<file path="config.mk">
export PLATFORM = sky130hd
export DESIGN_NAME = switch_capability_car_bank
export DESIGN_NICKNAME = d
export VERILOG_FILES = /design/src/car_bank_pkg.sv /design/src/revision_if.sv /design/src/assembly_revision_store.sv /design/src/switch_capability_car_bank.sv
export SDC_FILE = /design/constraint.sdc
export NUM_CORES = 1
export LEC_CHECK = 0
export BUFFER_PORTS_ARGS = -buffer_cell sky130_fd_sc_hd__buf_4
export CAP_MARGIN = 20
export CELL_PAD_IN_SITES_DETAIL_PLACEMENT = 2
export CELL_PAD_IN_SITES_GLOBAL_PLACEMENT = 2
export CORE_UTILIZATION = 25
export CTS_CLUSTER_SIZE = 25
export DETAILED_ROUTE_END_ITERATION = 10
export PLACE_DENSITY = 0.86
export RECOVER_POWER = 100
export SYNTH_ARGS = -nofsm -noshare
export SYNTH_HDL_FRONTEND = slang
export SYNTH_SLANG_ARGS = --single-unit
export TNS_END_PERCENT = 10
</file>
<file path="constraint.sdc">
create_clock -name clk_sys -period 2.74 [get_ports clk_sys]
set_clock_uncertainty 0.05 [all_clocks]
set_input_delay 0.548 -clock clk_sys [delete_from_list [all_inputs] [get_ports clk_sys]]
set_output_delay 0.548 -clock clk_sys [all_outputs]
set_load 0.1 [all_outputs]
</file>
<file path="src/car_bank_pkg.sv">
package car_bank_pkg;
  localparam int          REG_W            = 32;
  localparam int          OFF_W            = 24;
  localparam int          REV_W            = 16;
  localparam logic [23:0] OFF_ASSEMBLY_INFO = 24'h00000C;
  localparam logic [23:0] OFF_FEATURES      = 24'h000010;
  localparam logic [3:0]  FTYPE_MAINT       = 4'h8;
  localparam logic [7:0]  HOP_LOCAL         = 8'h00;
  localparam logic [15:0] ASM_REV_RESET     = 16'h0000;
  localparam logic [15:0] FEATURE_LIST_PTR  = 16'h0100;
  // big-endian numbering: documented bit n sits at vector bit 31-n
  localparam int          BIT_BRIDGE       = 31;
  localparam int          BIT_MEMORY       = 30;
  localparam int          BIT_PROCESSOR    = 29;
  localparam int          BIT_SWITCH       = 28;
  localparam int          BIT_MULTICAST    = 10;
  localparam int          REV_HI           = 31;
  localparam int          REV_LO           = 16;
  // fields beyond the flags above, taken from the register's reset value
  localparam logic [31:0] FEATURES_OTHER    = 32'h0000011F;
  localparam logic [31:0] FEATURES_RESET    = 32'h1000051F;
  localparam logic [31:0] READ_ZERO         = 32'h00000000;
endpackage : car_bank_pkg

</file>
<file path="src/revision_if.sv">
`timescale 1ns/1ns
interface revision_if;
  import car_bank_pkg::*;
  logic             preload_valid;
  logic [REV_W-1:0] preload_value;
  logic             soft_reset;
  logic [REV_W-1:0] revision;
  logic             boot_open;
  modport owner (input preload_valid, input preload_value, input soft_reset,
                 output revision, output boot_open);
  modport user  (output preload_valid, output preload_value, output soft_reset,
                 input revision, input boot_open);
endinterface : revision_if

</file>
<file path="src/assembly_revision_store.sv">
`timescale 1ns/1ns
module assembly_revision_store (
  input wire logic    clk_sys,  // system clock
  input wire logic    rstn,     // power-on reset, async, active low
  input wire logic    ce,       // clock enable
  revision_if.owner   rev       // preload and revision
);
  import car_bank_pkg::*;

  typedef struct packed {
    logic [REV_W-1:0] value;
    logic             boot_open;
  } store_state_t;

  store_state_t s_q;
  store_state_t s_d;

  always_comb begin
    s_d = s_q;
    if (rev.soft_reset) begin
      // soft resets never reopen the loading window; loaded value survives
      s_d.boot_open = 1'b0;
    end else if (s_q.boot_open && rev.preload_valid) begin
      s_d.value     = rev.preload_value;
      s_d.boot_open = 1'b0;
    end
  end

  always_ff @(posedge clk_sys or negedge rstn) begin
    if (!rstn) begin
      s_q.value     <= ASM_REV_RESET;
      s_q.boot_open <= 1'b1;
    end else if (ce) begin
      s_q <= s_d;
    end
  end

  assign rev.revision  = s_q.value;
  assign rev.boot_open = s_q.boot_open;
endmodule : assembly_revision_store

</file>
<file path="src/switch_capability_car_bank.sv">
`timescale 1ns/1ns
module switch_capability_car_bank
  import car_bank_pkg::*;
(
  input  wire logic                          clk_sys,        // system clock, 20 MHz
  input  wire logic                          rstn,           // power-on reset, async low
  input  wire logic                          ce,             // clock enable
  input  wire logic                          soft_reset,     // self or port reset pulse
  input  wire logic                          port_powered_down, // owning port is off
  input  wire logic                          preload_valid,  // EEPROM revision word valid
  input  wire logic [car_bank_pkg::REV_W-1:0] preload_value, // EEPROM revision word
  input  wire logic                          req_valid,      // maintenance packet valid
  input  wire logic [3:0]                    req_ftype,      // packet format type
  input  wire logic [7:0]                    req_hop_count,  // remaining hop count
  input  wire logic                          req_write,      // write request
  input  wire logic [car_bank_pkg::OFF_W-1:0] req_offset,    // register byte offset
  input  wire logic [car_bank_pkg::REG_W-1:0] req_wdata,     // write data, ignored
  output logic                               resp_valid,     // answer pulse
  output logic                               resp_write,     // answer is for a write
  output logic [car_bank_pkg::REG_W-1:0]     resp_data,      // read data
  output logic                               route_valid     // packet not for us, pass on
);
  import car_bank_pkg::*;

  typedef struct packed {
    logic             resp_valid;
    logic             resp_write;
    logic [REG_W-1:0] resp_data;
    logic             route_valid;
  } bank_state_t;

  bank_state_t s_q;
  bank_state_t s_d;
  logic        local_hit;
  logic [REG_W-1:0] asm_word;
  logic [REG_W-1:0] feat_word;

  revision_if rev_bus ();

  assign rev_bus.preload_valid = preload_valid;
  assign rev_bus.preload_value = preload_value;
  assign rev_bus.soft_reset    = soft_reset;

  assembly_revision_store u_rev (
    .clk_sys (clk_sys),
    .rstn    (rstn),
    .ce      (ce),
    .rev     (rev_bus.owner)
  );

  // decode used by the read mux only; the checks below do not call it
  function automatic logic [REG_W-1:0] read_word(input logic [OFF_W-1:0] off,
                                                 input logic [REG_W-1:0] asm,
                                                 input logic [REG_W-1:0] feat);
    logic [REG_W-1:0] w;
    w = READ_ZERO;
    if (off == OFF_ASSEMBLY_INFO) begin
      w = asm;
    end else if (off == OFF_FEATURES) begin
      w = feat;
    end
    return w;
  endfunction : read_word

  always_comb begin
    asm_word                = READ_ZERO;
    asm_word[REV_HI:REV_LO] = rev_bus.revision;
    asm_word[REV_W-1:0]     = FEATURE_LIST_PTR;
  end

  always_comb begin
    feat_word                = FEATURES_OTHER;
    feat_word[BIT_BRIDGE]    = 1'b0;
    feat_word[BIT_MEMORY]    = 1'b0;
    feat_word[BIT_PROCESSOR] = 1'b0;
    feat_word[BIT_SWITCH]    = 1'b1;
    feat_word[BIT_MULTICAST] = 1'b1;
  end

  assign local_hit = req_valid && req_ftype == FTYPE_MAINT && req_hop_count == HOP_LOCAL;

  always_comb begin
    s_d             = s_q;
    s_d.resp_valid  = local_hit;
    s_d.resp_write  = local_hit && req_write;
    s_d.route_valid = req_valid && !local_hit;
    s_d.resp_data   = READ_ZERO;
    // writes get an answer but no field moves; answer data stays zero
    if (local_hit && !req_write && !port_powered_down) begin
      s_d.resp_data = read_word(req_offset, asm_word, feat_word);
    end
  end

  always_ff @(posedge clk_sys or negedge rstn) begin
    if (!rstn) begin
      s_q <= '0;
    end else if (ce) begin
      s_q <= s_d;
    end
  end

  assign resp_valid  = s_q.resp_valid;
  assign resp_write  = s_q.resp_write;
  assign resp_data   = s_q.resp_data;
  assign route_valid = s_q.route_valid;
endmodule : switch_capability_car_bank

</file>
# Yosys cells after proc, flatten, opt, wreduce, memory -nomap -nowiden
# Index checks and enable logic that the tools add are counted.
# Widths: inputs -> output; s select.
totals:
  out_inout_bits: 35
  regBits: 52
  wordCells: 29
  inputBits: 92
classes:
  mux: 5
  n_reduce_logical: 14
  n_eq_ne: 3
  bitwise_logic: 1
ops:
  columns: ["cell", "count"]
  rows:
  - ["$mux 32", 2]
  - ["$mux 29", 1]
  - ["$eq 24x4->1 const B", 1]
  - ["$eq 24x5->1 const B", 1]
  - ["$logic_not 8->1", 1]
  - ["$logic_and 1x1->1", 7]
  - ["$eq 4x4->1 const B", 1]
  - ["$logic_not 1->1", 3]
  - ["$reduce_and 3->1", 1]
  - ["$mux 1", 2]
  - ["$reduce_and 2->1", 1]
  - ["$reduce_bool 2->1", 1]
  - ["$not 1->1", 1]

# Longest topological paths before layout
logic_depth:
  word_depth: 6
  depth_mapped: 6

# By module
# Synthesis repeated with hierarchy kept, for this count alone.
unflattened:
  cells_unflattened: 140
  area_unflattened_um2: 1853.0
modules_own_cells:
  columns: ["mod", "cells_each", "instances", "area_each_um2"]
  rows:
  - ["switch_capability_car_bank", 103, 1, 1162.4]
  - ["assembly_revision_store", 37, 1, 690.7]

# Least setup slack after synthesis
# OpenSTA, ideal clock, no wires.
synth_timing:
  path_kind: "reg2out"
  start: "reg s_q (netlist bit resp_data[10])"
  end: "out resp_data[10] in the netlist's numbering"
  path_slack_ps: 735
  path_stages_with_launch: 2
  t_arrival_ps: 1407
  n_path_buf: 1
  path_cell_list: "dfrtp_1 > buf_4"
synth_lines:
  columns: ["item", "line_no", "rtl"]
  rows:
  - ["start: declaration", "switch_capability_car_bank.sv:32", "bank_state_t s_q;"]
  - ["start signal: assignment", "switch_capability_car_bank.sv:96", "s_q <= '0;"]
  - ["start signal: assignment", "switch_capability_car_bank.sv:98", "s_q <= s_d;"]
  - ["end: declaration", "switch_capability_car_bank.sv:20", "output logic [car_bank_pkg::REG_W-1:0] resp_data,"]
# No word-level cell between the ends.

==> metrics.yaml <==
power_and_ir_drop:
  pwr-share-seq_pct: 50.7
  intPower_mw: 0.803
  pwr-share-clk_pct: 34.2
  p_leak_nw: 1.12
  p_comb_share_pct: 15.1
  ir_worst_vdd_v: 0.000132
  p_switching_mw: 0.307
  power-per-cell-area_nw_per_um2: 460
  sw_frac_of_total_pct: 27.7
cells_and_area:
  regArea_um2: 952
  multi_input_area_um2: 689
  antenna_cells: 0
  drive_gt1_share_pct: 39.7
  n_fill_cell: 772
  layout_common_cells: "60 x buf_4, 37 x dfrtp_1, 29 x clkbuf_1, 15 x nand3_1, 12 x o2bb2ai_1"
  nets: 315
  final_common_cell: "buf_4"
  syn_to_final_growth_pct: 34.2
sta:
  rsz0062_at_grt: "no"
  maxSlewViolCount: 0
  tightest_slew_ns: 1.20
  max_freq_ghz: 0.451
  min_period_ns: 2.22
  fin_setup_tns_ns: 0
  hold_viol: 0
  max-slew-margin-rel_pct: 20.5
  finalSetupViolCount: 0
  setup_ws_ns: 0.524
  period_share_pct: 80.9
synthesis:
  syn_area_per_cell_um2: 12.9
  synth.ff_latch_count: 38
  synth_edf_count: 0
  synth_flop_cell: "dfrtp_1"
  async_reset_ff_share_pct: 100
  synth_top_area_cell: "dfrtp_1"
  synth_top_area_share_pct: 51.5
  netlist_area_um2: 1800
  yosysSeqAreaShare_pct: 52.9
  yosys-top-cells-area: "dfrtp_1 51%, o2bb2ai_2 8.3%, mux2_2 6.9%, buf_4 6.7%, nand3_1 4.2%"
  yosysWarnings: 0
  synthCells: 140
  synth_cell_type_count: 31
clock_tree:
  cts_max_path_buffers: 2
  clk_transition_reported_paths_ns: 0.08
  cts_tree: "done"
  numCtsBuffers: 5
  postCtsSetupRepairBufs: 0
  clk_latency_ns: 0.28
  htreeDepth: 2
  cts-root-buf: "clkbuf_8"
  hold_buffers: 0
  cts_resized: 0
  cts_sinks: 38
critical_path:
  critPathBufInv: 1
  r2r_cells: 3
  critPathMaxStageDelay_ns: 0.90
  end_kind: "output port"
  start_kind: "flop"
  path_cells: "clkbuf_1"
  critPathKind: "flop to output port"
  worst-path-max-fanout: 7
  crit_slowest_cell: "clkbuf_1"
  cpLargestDelayFamily: "buffers and inverters"
  r2r_slack_ns: 0.94
  worstReg2RegEnd: "u_rev.rev.revision[3]"
  cp.required_ns: 2.14
  critical_path_arrival_ns: 1.62
  timing.rr.start: "u_rev.rev.boot_open"
route:
  ant_nets: 0
  drt-total-wl_mm: 5.04
  drt-pass1-iter-count: 4
  viasPerCell: 4.54
  vias: 1453
  drt-initial-drc-count: 19
  drc_errors: 0
  wl_per_cell_um: 15.8
floorplan:
  fp.dieH_um: 86.8
  num_io_pins: 127
  dieArea_um2: 7540
  rows: 30
  initial_core_util_pct: 26.2
  core_um2: 6870
  die_w_um: 86.8
run:
  max-cap-violations: 0
global_routing:
  antenna_found_initial: 0
  grtUsageTotal_pct: 14.2
  grt_pass1_vias: 1619
  grt_overflow: 0
  grt_pass1_wl_mm: 8.02
  grt_start_max_net_pins: 39
place:
  place.gp.congestion: 0.677
  place_ws_ns: 0.600
  port_buffers: 85
  hpwlAfterDp_mm: 3.69
worst_hold_path:
  hold_class: "input pin to asynchronous set/reset pin"
status:
  status: "finished clean"
## worst max path at each step
stage / from / depth (start not counted) / to
floorplan: resp_data[10] / 1 / resp_data[10]
global placement: req_hop_count[5] / 6 / resp_data[20]
detailed placement: req_hop_count[5] / 6 / resp_data[20]
CTS: req_hop_count[5] / 6 / resp_data[20]
global route: req_hop_count[1] / 6 / resp_data[19]
finish: resp_data[10] / 1 / resp_data[4]
## routing by layer
layer	share of wire [%]	track usage (%)
met2	50	26.0
met5	0	0
met3	6.9	4.00
met4	1.0	3.64
met1	42	16.0
## synthesized netlist by cell type, types with 2 or more instances
| cell | instances |
|---|---|
| dfrtp_1 | 37 |
| buf_4 | 16 |
| nand3_1 | 15 |
| mux2_2 | 11 |
| o2bb2ai_2 | 10 |
| o2bb2ai_1 | 8 |
| nor2_1 | 6 |
| mux2_1 | 5 |
| clkbuf_1 | 3 |
| nor4_1 | 3 |
| and2_1 | 2 |
| and4_1 | 2 |
| nand2_1 | 2 |
| nor2_4 | 2 |
| or4_4 | 2 |
## through the flow
step                utilization (%)  cell area (µm²)  std cells  power (mW)  hold slack [ns]
floorplan                         -             1830        148       0.667            0.202
global placement               36.0             2470        312       0.743            0.413
detailed placement             36.0             2470        312       0.747            0.424
CTS                            37.2             2560        320        1.13            0.189
global route                   35.2             2410        320        1.16            0.197
finish                         35.2             2410        320        1.11            0.178
## power by group through the flow
stage | Combinational, mW | Clock [mW] | Sequential [mW]
2_1_floorplan | 0.0823 | 0 | 0.585
3_3_place_gp | 0.169 | 0 | 0.574
3_5_place_dp | 0.173 | 0 | 0.574
4_1_cts | 0.173 | 0.398 | 0.563
5_1_grt | 0.178 | 0.420 | 0.563
6_report | 0.167 | 0.380 | 0.563
## state kept, by name, indices dropped and copies added, names as in the netlist
name                 cells
u_rev.rev.boot_open      1
resp_data               18
route_valid              1
resp_valid               1
u_rev.rev.revision      16
resp_write               1
## cells by family after synthesis
group	synth area share, %
multiplexers	10.6
flip-flops	52.9
AO/OA/AOI/OAI	13.7
AND/OR/NAND/NOR	14.2
other	0.208
buffers and inverters	8.41
## layout make-up
cell class,instances,share of cell area (%)
repair buffers,89,23.3
flip-flops and latches,38,39.4
multi-input cells,88,28.5
inverters,1,0.155
clock buffers,6,3.01
clock inverters,2,0.570
well taps,96,4.97
Note: power is estimated with default switching activity, not from simulation.
